File: config.mk
export PLATFORM = sky130hd
export DESIGN_NAME = psw_supervisor
export DESIGN_NICKNAME = d
export VERILOG_FILES = /design/src/hw/psw_pkg.sv /design/src/hw/psw_tick_if.sv /design/src/hw/psw_timebase.sv /design/src/hw/psw_supervisor.sv
export SDC_FILE = /design/constraint.sdc
export NUM_CORES = 1
export LEC_CHECK = 0
export ABC_AREA = 1
export BUFFER_PORTS_ARGS = -buffer_cell sky130_fd_sc_hd__buf_2
export CAP_MARGIN = 40
export CORE_MARGIN = 1
export CORE_UTILIZATION = 45
export DETAILED_ROUTE_END_ITERATION = 8
export GPL_TIMING_DRIVEN = 0
export MAX_ROUTING_LAYER = met4
export PLACE_DENSITY = 0.6
export SLEW_MARGIN = 15
export SYNTH_ARGS = -nofsm -noshare
export SYNTH_HDL_FRONTEND = slang
export SYNTH_SLANG_ARGS = --single-unit
File: constraint.sdc
create_clock -name sys_clk_i -period 5.5 [get_ports sys_clk_i]
set_clock_uncertainty 0.2 [all_clocks]
set_input_delay 0.275 -clock sys_clk_i [delete_from_list [all_inputs] [get_ports sys_clk_i]]
set_output_delay 0.275 -clock sys_clk_i [all_outputs]
set_load 0.01 [all_outputs]
File: src/hw/psw_pkg.sv
package psw_pkg;
  localparam int SYS_CLK_HZ = 20000000;
  localparam int QSEC_MS = 250;
  localparam int QSEC_CYC = SYS_CLK_HZ / 1000 * QSEC_MS;
  localparam int SHELF_OSC_HZ = 2000;
  localparam int SHELF_TICK_CYC = SYS_CLK_HZ / SHELF_OSC_HZ;
  localparam int SLOW_OSC_HZ = 262144;
  localparam int SLOW_PER_CYC = SYS_CLK_HZ / SLOW_OSC_HZ;
  localparam logic [7:0] OSC_MIN_CYC = 8'(SLOW_PER_CYC / 2);
  localparam logic [7:0] OSC_MAX_CYC = 8'(SLOW_PER_CYC * 2);
  localparam int SD_HOLD_S = 5;
  localparam logic [4:0] SD_QUARTERS = 5'(SD_HOLD_S * 1000 / QSEC_MS);
  localparam int RECYCLE_OFF_US = 100;
  localparam logic [11:0] RECYCLE_OFF_CYC =
    12'((SYS_CLK_HZ / 1000000 * RECYCLE_OFF_US + 0));
  localparam int DEBOUNCE_SLOW = 8;
  localparam logic [12:0] SHELF_SEC [8] =
    '{13'h0021, 13'h0042, 13'h0083, 13'h0106,
      13'h020C, 13'h0418, 13'h0831, 13'h1062};
  localparam logic [3:0] REG_CTRL = 4'h0;
  localparam logic [3:0] REG_WD_ALERT = 4'h1;
  localparam logic [3:0] REG_WD_RESET = 4'h2;
  localparam logic [3:0] REG_WD_FETOFF = 4'h3;
  localparam logic [3:0] REG_SHELF = 4'h4;
  localparam logic [3:0] REG_STATUS = 4'h5;
  localparam logic [3:0] REG_CMD = 4'h6;
  localparam int CTRL_ACT_LSB = 0;
  localparam int CTRL_OSC_FET = 2;
  localparam int CTRL_FET_REQ = 3;
  localparam int CMD_RECYCLE = 0;
  localparam int CMD_ACK = 1;
  localparam int CMD_SHELF = 2;
  localparam int ST_FETS = 0;
  localparam int ST_WD_ALERT = 1;
  localparam int ST_MCU_RST = 2;
  localparam int ST_REG_ON = 3;
  localparam int ST_SHUTDOWN = 4;
  localparam int ST_SHELF = 5;
  localparam int ST_WOKE = 6;
  localparam int ST_OSC_FAULT = 7;
  localparam int ST_BUS_ALERT = 8;
  localparam int ST_STAGE_LSB = 9;
  localparam logic [1:0] ACT_ALERT = 2'h0;
  localparam logic [1:0] ACT_HOLD = 2'h1;
  localparam logic [1:0] ACT_REGOFF = 2'h2;
  typedef enum logic [1:0] {WD_ST_ALERT, WD_ST_RESET, WD_ST_FETOFF}
    psw_wd_type;
endpackage

File: src/hw/psw_tick_if.sv
`timescale 1ns/100ps
`default_nettype none
interface psw_tick_if;
  logic qsec;
  logic shelf;
  modport src(output qsec, output shelf);
  modport dst(input qsec, input shelf);
endinterface
`default_nettype wire

File: src/hw/psw_timebase.sv
`timescale 1ns/100ps
`default_nettype none
module psw_timebase #(
  parameter int QSEC_CYCLES = psw_pkg::QSEC_CYC,
  parameter int SHELF_CYCLES = psw_pkg::SHELF_TICK_CYC
) (
  input wire logic sys_clk_i,
  input wire logic rstn_i,
  psw_tick_if.src tick
);
  import psw_pkg::*;
  localparam int QW = $clog2(QSEC_CYCLES + 1);
  localparam int SW = $clog2(SHELF_CYCLES + 1);
  localparam logic [QW-1:0] Q_LAST = QW'(QSEC_CYCLES - 1);
  localparam logic [SW-1:0] S_LAST = SW'(SHELF_CYCLES - 1);
  typedef struct packed {
    logic [QW-1:0] qcnt;
    logic [SW-1:0] scnt;
    logic qsec;
    logic shelf;
  } psw_tb_type;
  psw_tb_type tb_reg;
  psw_tb_type tb_next;
  // Free running, so quarter-second phase is arbitrary to any event
  always_comb
  begin
    tb_next = tb_reg;
    tb_next.qsec = (tb_reg.qcnt == Q_LAST);
    tb_next.qcnt = tb_next.qsec ? '0 : tb_reg.qcnt + 1'b1;
    tb_next.shelf = (tb_reg.scnt == S_LAST);
    tb_next.scnt = tb_next.shelf ? '0 : tb_reg.scnt + 1'b1;
  end
  always_ff @(posedge sys_clk_i)
  begin
    if (!rstn_i)
      tb_reg <= '0;
    else
      tb_reg <= tb_next;
  end
  assign tick.qsec = tb_reg.qsec;
  assign tick.shelf = tb_reg.shelf;
endmodule // psw_timebase
`default_nettype wire

File: src/hw/psw_supervisor.sv
// Local design decisions: the register addresses and the strobed register port.
`timescale 1ns/100ps
`default_nettype none
module psw_supervisor #(
  parameter int QSEC_CYCLES = psw_pkg::QSEC_CYC,
  parameter int SHELF_TICK_CYCLES = psw_pkg::SHELF_TICK_CYC,
  parameter int DEBOUNCE = psw_pkg::DEBOUNCE_SLOW
) (
  input wire logic sys_clk_i,
  input wire logic rstn_i,
  input wire logic [3:0] addr_i,
  input wire logic [15:0] wdata_i,
  input wire logic wr_i,
  input wire logic rd_i,
  output logic [15:0] rdata_o,
  input wire logic reset_shutdown_pin_i,
  input wire logic slow_osc_i,
  output logic core_supply_regulator_en_o,
  output logic mcu_reset_o,
  output logic mcu_alert_o,
  output logic fets_on_o,
  output logic shutdown_o,
  output logic shelf_wake_o,
  output logic slow_osc_fault_o
);
  import psw_pkg::*;
  localparam logic [7:0] DB_LAST = 8'(DEBOUNCE - 1);
  typedef struct packed {
    logic [15:0] rdata;
    logic [1:0] action;
    logic osc_fet_en;
    logic fet_req;
    logic [6:0] alert_set;
    logic [4:0] reset_set;
    logic [4:0] off_set;
    logic [2:0] shelf_code;
    logic fets_on;
    logic wd_permit;
    psw_wd_type wd;
    logic [6:0] wd_cnt;
    logic wd_alert;
    logic wd_reset;
    logic osc_q;
    logic [7:0] db_cnt;
    logic pin_db;
    logic [4:0] sd_cnt;
    logic shutdown;
    logic bus_alert;
    logic pin_rst;
    logic pin_reg_off;
    logic [11:0] rc_cnt;
    logic recycling;
    logic [7:0] osc_cnt;
    logic osc_fault;
    logic osc_armed;
    logic shelf_mode;
    logic [23:0] shelf_cnt;
    logic woke;
    logic shelf_wake;
    logic mcu_reset_q;
    logic reg_on_q;
    logic alert_q;
  } psw_state_type;
  psw_state_type s_reg;
  psw_state_type s_next;
  psw_tick_if tick();
  psw_timebase #(
    .QSEC_CYCLES(QSEC_CYCLES),
    .SHELF_CYCLES(SHELF_TICK_CYCLES)
  ) u_timebase (
    .sys_clk_i(sys_clk_i),
    .rstn_i(rstn_i),
    .tick(tick.src)
  );
  logic wr_cmd;
  logic ack;
  logic recycle_cmd;
  logic shelf_cmd;
  logic osc_edge;
  assign wr_cmd = wr_i && (addr_i == REG_CMD);
  assign ack = wr_cmd && wdata_i[CMD_ACK];
  assign recycle_cmd = wr_cmd && wdata_i[CMD_RECYCLE];
  assign shelf_cmd = wr_cmd && wdata_i[CMD_SHELF];
  assign osc_edge = slow_osc_i && !s_reg.osc_q;
  function automatic logic [23:0] shelf_load(input logic [2:0] code);
    shelf_load = 24'(SHELF_SEC[code]) * 24'(SHELF_OSC_HZ) - 24'h000001;
  endfunction
  always_comb
  begin
    s_next = s_reg;
    s_next.rdata = '0;
    s_next.shelf_wake = 1'b0;
    s_next.osc_q = slow_osc_i;
    // Bus writes first, so hardware sets below win over clears
    if (wr_i)
    begin
      if (addr_i == REG_CTRL)
      begin
        s_next.action = wdata_i[CTRL_ACT_LSB +: 2];
        s_next.osc_fet_en = wdata_i[CTRL_OSC_FET];
        s_next.fet_req = wdata_i[CTRL_FET_REQ];
      end
      else if (addr_i == REG_WD_ALERT)
        s_next.alert_set = wdata_i[6:0];
      else if (addr_i == REG_WD_RESET)
        s_next.reset_set = wdata_i[4:0];
      else if (addr_i == REG_WD_FETOFF)
        s_next.off_set = wdata_i[4:0];
      else if (addr_i == REG_SHELF)
        s_next.shelf_code = wdata_i[2:0];
      else if (addr_i == REG_STATUS)
      begin
        if (wdata_i[ST_WOKE])
          s_next.woke = 1'b0;
        if (wdata_i[ST_OSC_FAULT])
          s_next.osc_fault = 1'b0;
        if (wdata_i[ST_BUS_ALERT])
          s_next.bus_alert = 1'b0;
      end
    end
    // Pin debounce in slow oscillator edges; release acts at once
    if (!reset_shutdown_pin_i)
    begin
      s_next.db_cnt = '0;
      s_next.pin_db = 1'b0;
      s_next.sd_cnt = '0;
    end
    else if (!s_reg.pin_db && osc_edge)
    begin
      if (s_reg.db_cnt == DB_LAST)
        s_next.pin_db = 1'b1;
      else
        s_next.db_cnt = s_reg.db_cnt + 8'h01;
    end
    if (s_next.pin_db && !s_reg.pin_db && s_reg.action == ACT_ALERT)
      s_next.bus_alert = 1'b1;
    s_next.pin_rst = s_next.pin_db &&
      (s_reg.action == ACT_HOLD || s_reg.action == ACT_REGOFF);
    s_next.pin_reg_off = s_next.pin_db && s_reg.action == ACT_REGOFF;
    // Quarter ticks are free running: one extra tick keeps it >= 5 s
    if (s_reg.pin_db && reset_shutdown_pin_i && tick.qsec)
    begin
      if (s_reg.sd_cnt == SD_QUARTERS)
      begin
        if (!s_reg.shutdown)
          s_next.shelf_cnt = shelf_load(s_reg.shelf_code);
        s_next.shutdown = 1'b1;
      end
      else
        s_next.sd_cnt = s_reg.sd_cnt + 5'h01;
    end
    // Core supply recycle
    if (s_reg.recycling)
    begin
      if (s_reg.rc_cnt == RECYCLE_OFF_CYC - 12'h001)
        s_next.recycling = 1'b0;
      else
        s_next.rc_cnt = s_reg.rc_cnt + 12'h001;
    end
    else if (recycle_cmd)
    begin
      s_next.recycling = 1'b1;
      s_next.rc_cnt = '0;
    end
    // Slow oscillator monitor: too short or too long a period
    if (osc_edge)
    begin
      // First edge after reset closes only a partial period
      if (s_reg.osc_armed && s_reg.osc_cnt < OSC_MIN_CYC)
        s_next.osc_fault = 1'b1;
      s_next.osc_cnt = '0;
      s_next.osc_armed = 1'b1;
    end
    else if (s_reg.osc_cnt < OSC_MAX_CYC)
      s_next.osc_cnt = s_reg.osc_cnt + 8'h01;
    else
      s_next.osc_fault = 1'b1;
    // FET control; pin shutdown and an enabled oscillator fault also force it off below
    if (!s_reg.fet_req)
      s_next.fets_on = 1'b0;
    else if (s_reg.wd_permit)
      s_next.fets_on = 1'b1;
    // Watchdog; ack restarts all stages even against a same-cycle expiry
    if (!s_reg.fets_on)
    begin
      s_next.wd = WD_ST_ALERT;
      s_next.wd_cnt = '0;
      s_next.wd_alert = 1'b0;
      s_next.wd_reset = 1'b0;
    end
    else if (!ack && tick.qsec)
    begin
      case (s_reg.wd)
        WD_ST_ALERT:
          if (s_reg.wd_cnt == s_reg.alert_set)
          begin
            s_next.wd = WD_ST_RESET;
            s_next.wd_cnt = '0;
            s_next.wd_alert = 1'b1;
          end
          else
            s_next.wd_cnt = s_reg.wd_cnt + 7'h01;
        WD_ST_RESET:
          if (s_reg.wd_cnt == {2'h0, s_reg.reset_set})
          begin
            s_next.wd = WD_ST_FETOFF;
            s_next.wd_cnt = '0;
            s_next.wd_reset = 1'b1;
          end
          else
            s_next.wd_cnt = s_reg.wd_cnt + 7'h01;
        default:
          if (s_reg.wd_cnt == {2'h0, s_reg.off_set})
          begin
            s_next.wd = WD_ST_ALERT;
            s_next.wd_cnt = '0;
            s_next.fets_on = 1'b0;
            s_next.wd_permit = 1'b0;
          end
          else
            s_next.wd_cnt = s_reg.wd_cnt + 7'h01;
      endcase
    end
    if (ack)
    begin
      s_next.wd = WD_ST_ALERT;
      s_next.wd_cnt = '0;
      s_next.wd_alert = 1'b0;
      s_next.wd_reset = 1'b0;
      s_next.wd_permit = 1'b1;
    end
    if (s_next.osc_fault && s_reg.osc_fet_en)
      s_next.fets_on = 1'b0;
    if (s_next.shutdown)
      s_next.fets_on = 1'b0;
    // Shelf countdown, also the periodic wake in shutdown
    if (shelf_cmd && !s_reg.shutdown)
    begin
      s_next.shelf_mode = 1'b1;
      s_next.shelf_cnt = shelf_load(s_reg.shelf_code);
    end
    else if ((s_reg.shelf_mode || s_reg.shutdown) && tick.shelf)
    begin
      if (s_reg.shelf_cnt == '0)
      begin
        s_next.shelf_wake = 1'b1;
        if (s_reg.shutdown)
          s_next.shelf_cnt = shelf_load(s_reg.shelf_code);
        else
        begin
          s_next.shelf_mode = 1'b0;
          s_next.woke = 1'b1;
        end
      end
      else
        s_next.shelf_cnt = s_reg.shelf_cnt - 24'h000001;
    end
    s_next.mcu_reset_q = s_next.wd_reset || s_next.pin_rst ||
      s_next.recycling;
    s_next.reg_on_q = !(s_next.recycling || s_next.pin_reg_off ||
      s_next.shutdown);
    s_next.alert_q = (s_next.wd_alert && s_next.fets_on) ||
      s_next.bus_alert;
    // Register reads, answered in the next cycle
    if (rd_i)
    begin
      if (addr_i == REG_CTRL)
        s_next.rdata = {12'h000, s_reg.fet_req, s_reg.osc_fet_en,
          s_reg.action};
      else if (addr_i == REG_WD_ALERT)
        s_next.rdata = {9'h000, s_reg.alert_set};
      else if (addr_i == REG_WD_RESET)
        s_next.rdata = {11'h000, s_reg.reset_set};
      else if (addr_i == REG_WD_FETOFF)
        s_next.rdata = {11'h000, s_reg.off_set};
      else if (addr_i == REG_SHELF)
        s_next.rdata = {13'h0000, s_reg.shelf_code};
      else if (addr_i == REG_STATUS)
        s_next.rdata = {5'h00, s_reg.wd, s_reg.bus_alert, s_reg.osc_fault,
          s_reg.woke, s_reg.shelf_mode, s_reg.shutdown, s_reg.reg_on_q,
          s_reg.mcu_reset_q, s_reg.wd_alert, s_reg.fets_on};
      else
        s_next.rdata = '0;
    end
  end
  always_ff @(posedge sys_clk_i)
  begin
    if (!rstn_i)
    begin
      s_reg <= '0;
      s_reg.reg_on_q <= 1'b1;
    end
    else
      s_reg <= s_next;
  end
  assign rdata_o = s_reg.rdata;
  assign core_supply_regulator_en_o = s_reg.reg_on_q;
  assign mcu_reset_o = s_reg.mcu_reset_q;
  assign mcu_alert_o = s_reg.alert_q;
  assign fets_on_o = s_reg.fets_on;
  assign shutdown_o = s_reg.shutdown;
  assign shelf_wake_o = s_reg.shelf_wake;
  assign slow_osc_fault_o = s_reg.osc_fault;
endmodule // psw_supervisor
`default_nettype wire

# After elaboration in Yosys (flattened, before gate mapping)
# Memories as Yosys holds them, arrays and structs flattened.
# Cells that the tools add are included.
[classes]
addsub = 9
multipliers = 1
n_lt_le_gt_ge = 3
n_eq_ne = 22
n_mux = 79
n_bitwise = 11
reduce_logical = 62
[op_table]
columns = ["operator", "n"]
rows = [
  ["$mux W24", 5],
  ["$mux W13", 5],
  ["$mux W7", 8],
  ["$sub A24 B1 Y24 const B", 2],
  ["$mux W1", 44],
  ["$mux W27", 1],
  ["$mux W25", 1],
  ["$logic_not A24 Y1", 1],
  ["$mux W12", 2],
  ["$add A23 B1 Y23 const B", 1],
  ["$eq A23 B23 Y1 const B", 1],
  ["$mul A13 B7 Y20 const B", 1],
  ["$logic_and A1 B1 Y1", 18],
  ["$pmux W9 S2", 1],
  ["$add A8 B1 Y8 const B", 2],
  ["$add A14 B1 Y14 const B", 1],
  ["$eq A14 B14 Y1 const B", 1],
  ["$eq A7 B5 Y1", 2],
  ["$add A12 B1 Y12 const B", 1],
  ["$eq A12 B11 Y1 const B", 1],
  ["$eq A4 B3 Y1 const B", 3],
  ["$mux W2", 6],
  ["$reduce_and A4 Y1", 3],
  ["$reduce_bool A2 Y1", 6],
  ["other kinds (33)", 70],
]
[totals]
reg_bits = 162
rom_bits = 104
out_inout_bits = 23
word_cells = 227
mem_count = 1
[memory_table]
columns = ["name", "words", "width", "read_ports", "rd_clocked_by_memory_dff", "wr", "line", "rtl"]
rows = [
  ["(name not given)", 8, 13, 1, 0, 0, "psw_supervisor.sv:86", "shelf_load = 24'(SHELF_SEC[code]) * 24'(SHELF_OSC_HZ) - 24'h000001;"],
]

# Logic depth before layout (Yosys ltp)
[logic_depth]
ltp_word = 15
mapped_depth = 31

# Hierarchy
# A second synthesis with hierarchy kept.
[unflattened]
cells_unflattened = 1528
area_unflattened_um2 = 10461.3
[by_module_without_submodules]
columns = ["module", "n_inst", "cells_per_inst", "area_per_inst_um2", "seq_area_each_um2"]
rows = [
  ["psw_supervisor", 1, 1252, 8564.5, 2362.3],
  ["psw_timebase", 1, 276, 1896.8, 780.7],
]

# Least setup slack after synthesis
# No wires, ideal clock.
[synth_path]
kind = "flip-flop to flip-flop"
start = "register s_reg[85] (netlist bit)"
end = "register s_reg[22] (netlist bit)"
setup_ns = 0.109
t_arrival_ns = 4.709
required_ns = 5.191
slack_ns = 0.482
path_stages_with_launch = 27
period_less_slack_ns = 5.018
cell_sequence = "dfxtp_1 > inv_1 > ha_1 > nand2_1 > inv_1 > nor2_1 > inv_1 > ha_1 > xor2_1 > fa_1 > inv_1 > fa_1 > inv_1 > fa_1 > inv_1 > ha_1 > nand2_1 > nor2_1 > nand3_1 > nor2b_1 > nand3_1 > nand2_1 > nand2_1 > nand3_1 > nand3_1 > nand2_1 > inv_1"
[synth_between]
elab_chain_len = 13
[synth_rtl]
columns = ["item", "line", "rtl"]
rows = [
  ["start: declaration", "psw_supervisor.sv:64", "psw_state_type s_reg;"],
  ["start signal: assignment", "psw_supervisor.sv:294", "s_reg <= s_next;"],
  ["$not A3 Y4 (implied by the code) (*)", "psw_supervisor.sv:86", ""],
  ["$mem_v2 Z8 W13 (*)", "-", ""],
  ["$mux W13 (implied by the code) (*) (2 in a row)", "psw_supervisor.sv:86", ""],
  ["$mul A13 B7 Y20 (*)", "psw_supervisor.sv:86", ""],
  ["$sub A24 B1 Y24 (*)", "psw_supervisor.sv:86", ""],
  ["$mux W24", "psw_supervisor.sv:145", "if (!s_reg.shutdown)"],
  ["$mux W24", "psw_supervisor.sv:143", "if (s_reg.sd_cnt == SD_QUARTERS)"],
  ["$mux W24", "psw_supervisor.sv:141", "if (s_reg.pin_db && reset_shutdown_pin_i && tick.qsec)"],
  ["$mux W24", "psw_supervisor.sv:247", "if (s_reg.shutdown)"],
  ["$mux W24", "psw_supervisor.sv:244", "if (s_reg.shelf_cnt == '0)"],
  ["$mux W27", "psw_supervisor.sv:242", "else if ((s_reg.shelf_mode || s_reg.shutdown) && tick.shelf)"],
  ["$mux W25 (*)", "psw_supervisor.sv:237", "if (shelf_cmd && !s_reg.shutdown)"],
]
# Mark *: on every way between the ends. The rest lies on a longest branch, timed or not. The select of a mux whose other input is x is not followed.
# A chain may end at the register's enable or synchronous reset.

# Final worst setup path
[layout_path]
start = "register s_reg[86] (netlist bit)"
end = "register s_reg[22] (netlist bit)"
# Same word-level chain as after synthesis.

==> reports/qor.txt <==
Status - finished, final reports clean
Die Y - 155.2 µm
Relative slew slack - 52.62%
Worst-Margin Slew - 0.7107 ns
Clock insertion delay at the later pin of the skew report - 0.44 ns
Root Driver - clkbuf_16
CP Class - reg2reg
Multi-input logic area - 6261 µm²
Clk slew on worst S/H paths - 0.08 ns
Drt first pass iters - 5
GR Util All Layers - 25.11%
Family with the most delay on the worst path - adder cells
Max reg flops - 100
Final worst-path cycle share - 94.77%
Worst setup path end - s_reg[22]
Share of cells above drive strength 1 - 10.65%
Layout Utilization - 52.32%
Fmax - 191.8 MHz
Worst Hold Class - in2reg
Max VDD drop - 0.0002057 V
Synth Flop Type - dfxtp_1
Number of fill cells - 2357
Post-synth EDFFs - 0
Final Slew Violations - 0
Worst reg-to-reg path cell count - 26
Num CTS Buffers - 17
IO buf count - 35
Crit path from - s_reg[86]
PwrDens - 230.7 nW/µm²
Crit-path max FO - 9
Synth Register Bits - 157
Grt ovf - 0
Post-Synthesis Cells - 1537
FP Rows - 55
Max stage delay on crit path - 0.53 ns
Maxcap violations - 0
Seq/Total Area, Yosys - 29.75%
Global-route wire length before repair - 46310 µm
Largest net degree at the start of global routing - 21
Hpwl dp - 21830 µm
Worst R2R Start - s_reg[86]
Die width - 155.2 µm
Synth warn - 0
Final WL - 28150 µm
Startpoint types - register
Core Footprint - 22850 µm²
Total power - 2.758 mW
Die footprint - 24090 µm²
Vias in the first global route - 9088
Routed Antenna Nets - 0
Vias per cell - 5.071
Starting Density - 46.24%
Worst path required time - 5.64 ns
Ys async rst share - 0%
Critical-path top delay cell - fa_1
Fin nets - 1725
Via count - 9822
Hold Fails Final Rpt - 0
Instance count on the critical path - 26
Initial antenna violation count - 0
IO Count - 49
Synthesized area - 10560 µm²
Per-cell routed wire length - 14.53 µm
Area growth from synthesis to layout - 13.15%
Crit path buf inv count - 7
Register area - 3148 µm²
Residual DRC count - 0
Distinct cells, synth - 54
Ant diodes - 0
Drt initial violations - 654
# clock sinks - 157
CTS max path bufs - 2
CTS tree - done
Final setup fails - 0
Final GP Congestion - 0.9890
Reg-to-Reg End - s_reg[22]
Tmin final - 5.212 ns
Post-Syn Area per Cell - 6.873 µm²
Lkg Pwr - 5.485 nW
CP Data Arrival Time - 5.35 ns
Worst setup EP type - register
Reg2Reg Setup Slack - 0.29 ns
H-tree levels - 4
cells in the final DEF, fill, tap and decap left out, types with 8 or more instances in the layout:
cell type,netlist,layout
nand2_1,317,317
inv_1,237,234
nor2_1,170,167
dfxtp_1,157,155
a21oi_1,111,111
nand3_1,91,91
o21ai_0,60,60
ha_1,59,59
buf_2,9,45
nor3_1,42,42
xor2_1,38,38
fa_1,29,29
buf_4,18,21
nand4_1,21,21
inv_2,15,17
clkbuf_16,0,17
o21ai_1,14,14
clkbuf_1,14,13
nor3b_1,13,13
dlygate4sd3_1,0,10
o22ai_1,9,9
nand2_2,8,8
nor2_2,7,8
xnor2_1,8,8
a31oi_1,8,8
or2_2,8,8
worst min-delay path: cells and delay by family:
kind	cells	cell delay, ns
AOI/OAI and AO/OA	1	0.08
and+or+nand+nor	2	0.15
buffers and inverters	1	0.10
worst min-delay path by stage:
stage	start	to	slack (ns)	cells past startpoint
2_1_floorplan	slow_osc_i	s_reg[71]	0.17	2
3_3_place_gp	u_timebase.tb_reg[2]	u_timebase.tb_reg[2]	0.23	1
3_5_place_dp	u_timebase.tb_reg[2]	u_timebase.tb_reg[2]	0.25	1
4_1_cts	wdata_i[7]	slow_osc_fault_o	0.01	4
5_1_grt	wdata_i[7]	slow_osc_fault_o	0.04	4
6_report	wdata_i[7]	slow_osc_fault_o	0.02	4
report_power, final:
group,internal (mW),switching (mW),total [mW]
combinational,0.122,0.226,0.347
sequential,1.15,0.0112,1.16
clock,0.630,0.622,1.25
total,1.90,0.859,2.76
timing repair:
item / 4_1_cts / 5_1_grt
endpoints found under the hold margin: 19 / 0
buffers inserted: 0 / 3
pin swaps: 0 / 1
hold buffers: 10 / 0
resized for setup: 5 / 9
endpoints found under the setup margin: 5 / 6
synth_stat cells, drive strengths merged, types with 3 or more instances:
library cell,count,area (µm²)
a211oi,7,52.55
a21o,3,22.52
a21oi,112,564.3
a221oi,3,26.28
a31oi,8,50.05
buf,29,187.7
clkbuf,14,52.55
dfxtp,157,3143
fa,29,580.6
ha,59,738.2
inv,254,958.4
nand2,326,1251
nand3,96,505.5
nand4,21,131.4
nor2,182,738.2
nor3,51,312.8
nor3b,14,110.1
nor4,8,56.30
o2111ai,4,35.03
o211ai,7,52.55
o21ai,75,379.1
o22ai,9,56.30
or2,9,56.31
xnor2,8,70.07
xor2,38,332.8
cell type report:
cell class,count,area share (%)
Timing Repair Buffer,50,2.627
Clock buffer,17,3.559
Buffer,43,2.020
Sequential cell,157,26.34
Inverter,254,8.050
Tap cell,313,3.276
Clock inverter,15,1.748
Multi-Input combinational cell,1088,52.38
per-stage QoR:
stage	std cells	cell area [µm²]	hold slack (ns)	TNS, ns	setup slack (ns)
after floorplan	1542	10580	0.1685	0	0.4817
after CTS	1933	11900	0.01199	0	0.02853
final	1937	11950	0.02341	0	0.2875
after global placement	1890	11150	0.2310	-1.065	-0.3627
after detailed placement	1891	11150	0.2501	-1.166	-0.3825
after global routing	1937	11950	0.04114	-0.001800	-0.001800
logic make-up (layout without fill, tap and decap cells):
group | Yosys count | after routing | synth area share [%]
AO/OA/AOI/OAI | 236 | 236 | 12.33
other | 1 | 6 | 0.03550
buffers and inverters | 297 | 379 | 11.35
adder cells (fa/ha/maj) | 88 | 88 | 12.48
AND/OR/NAND/NOR | 712 | 712 | 30.24
XOR/XNOR | 46 | 46 | 3.814
flip-flops | 157 | 157 | 29.75
metal layers:
metal / global-route usage [%] / part of all wire (%) / routed length (µm) / vias up
met5: - / 0 / 0 / -
met3: 3.370 / 4.2 / 1180 / 30
met1: 33.55 / 49 / 13680 / 4492
met2: 39.40 / 45 / 12780 / 218
li1: - / - / - / 5082
met4: 7.890 / 1.8 / 518 / 0
(Power assumes the default switching activity.)
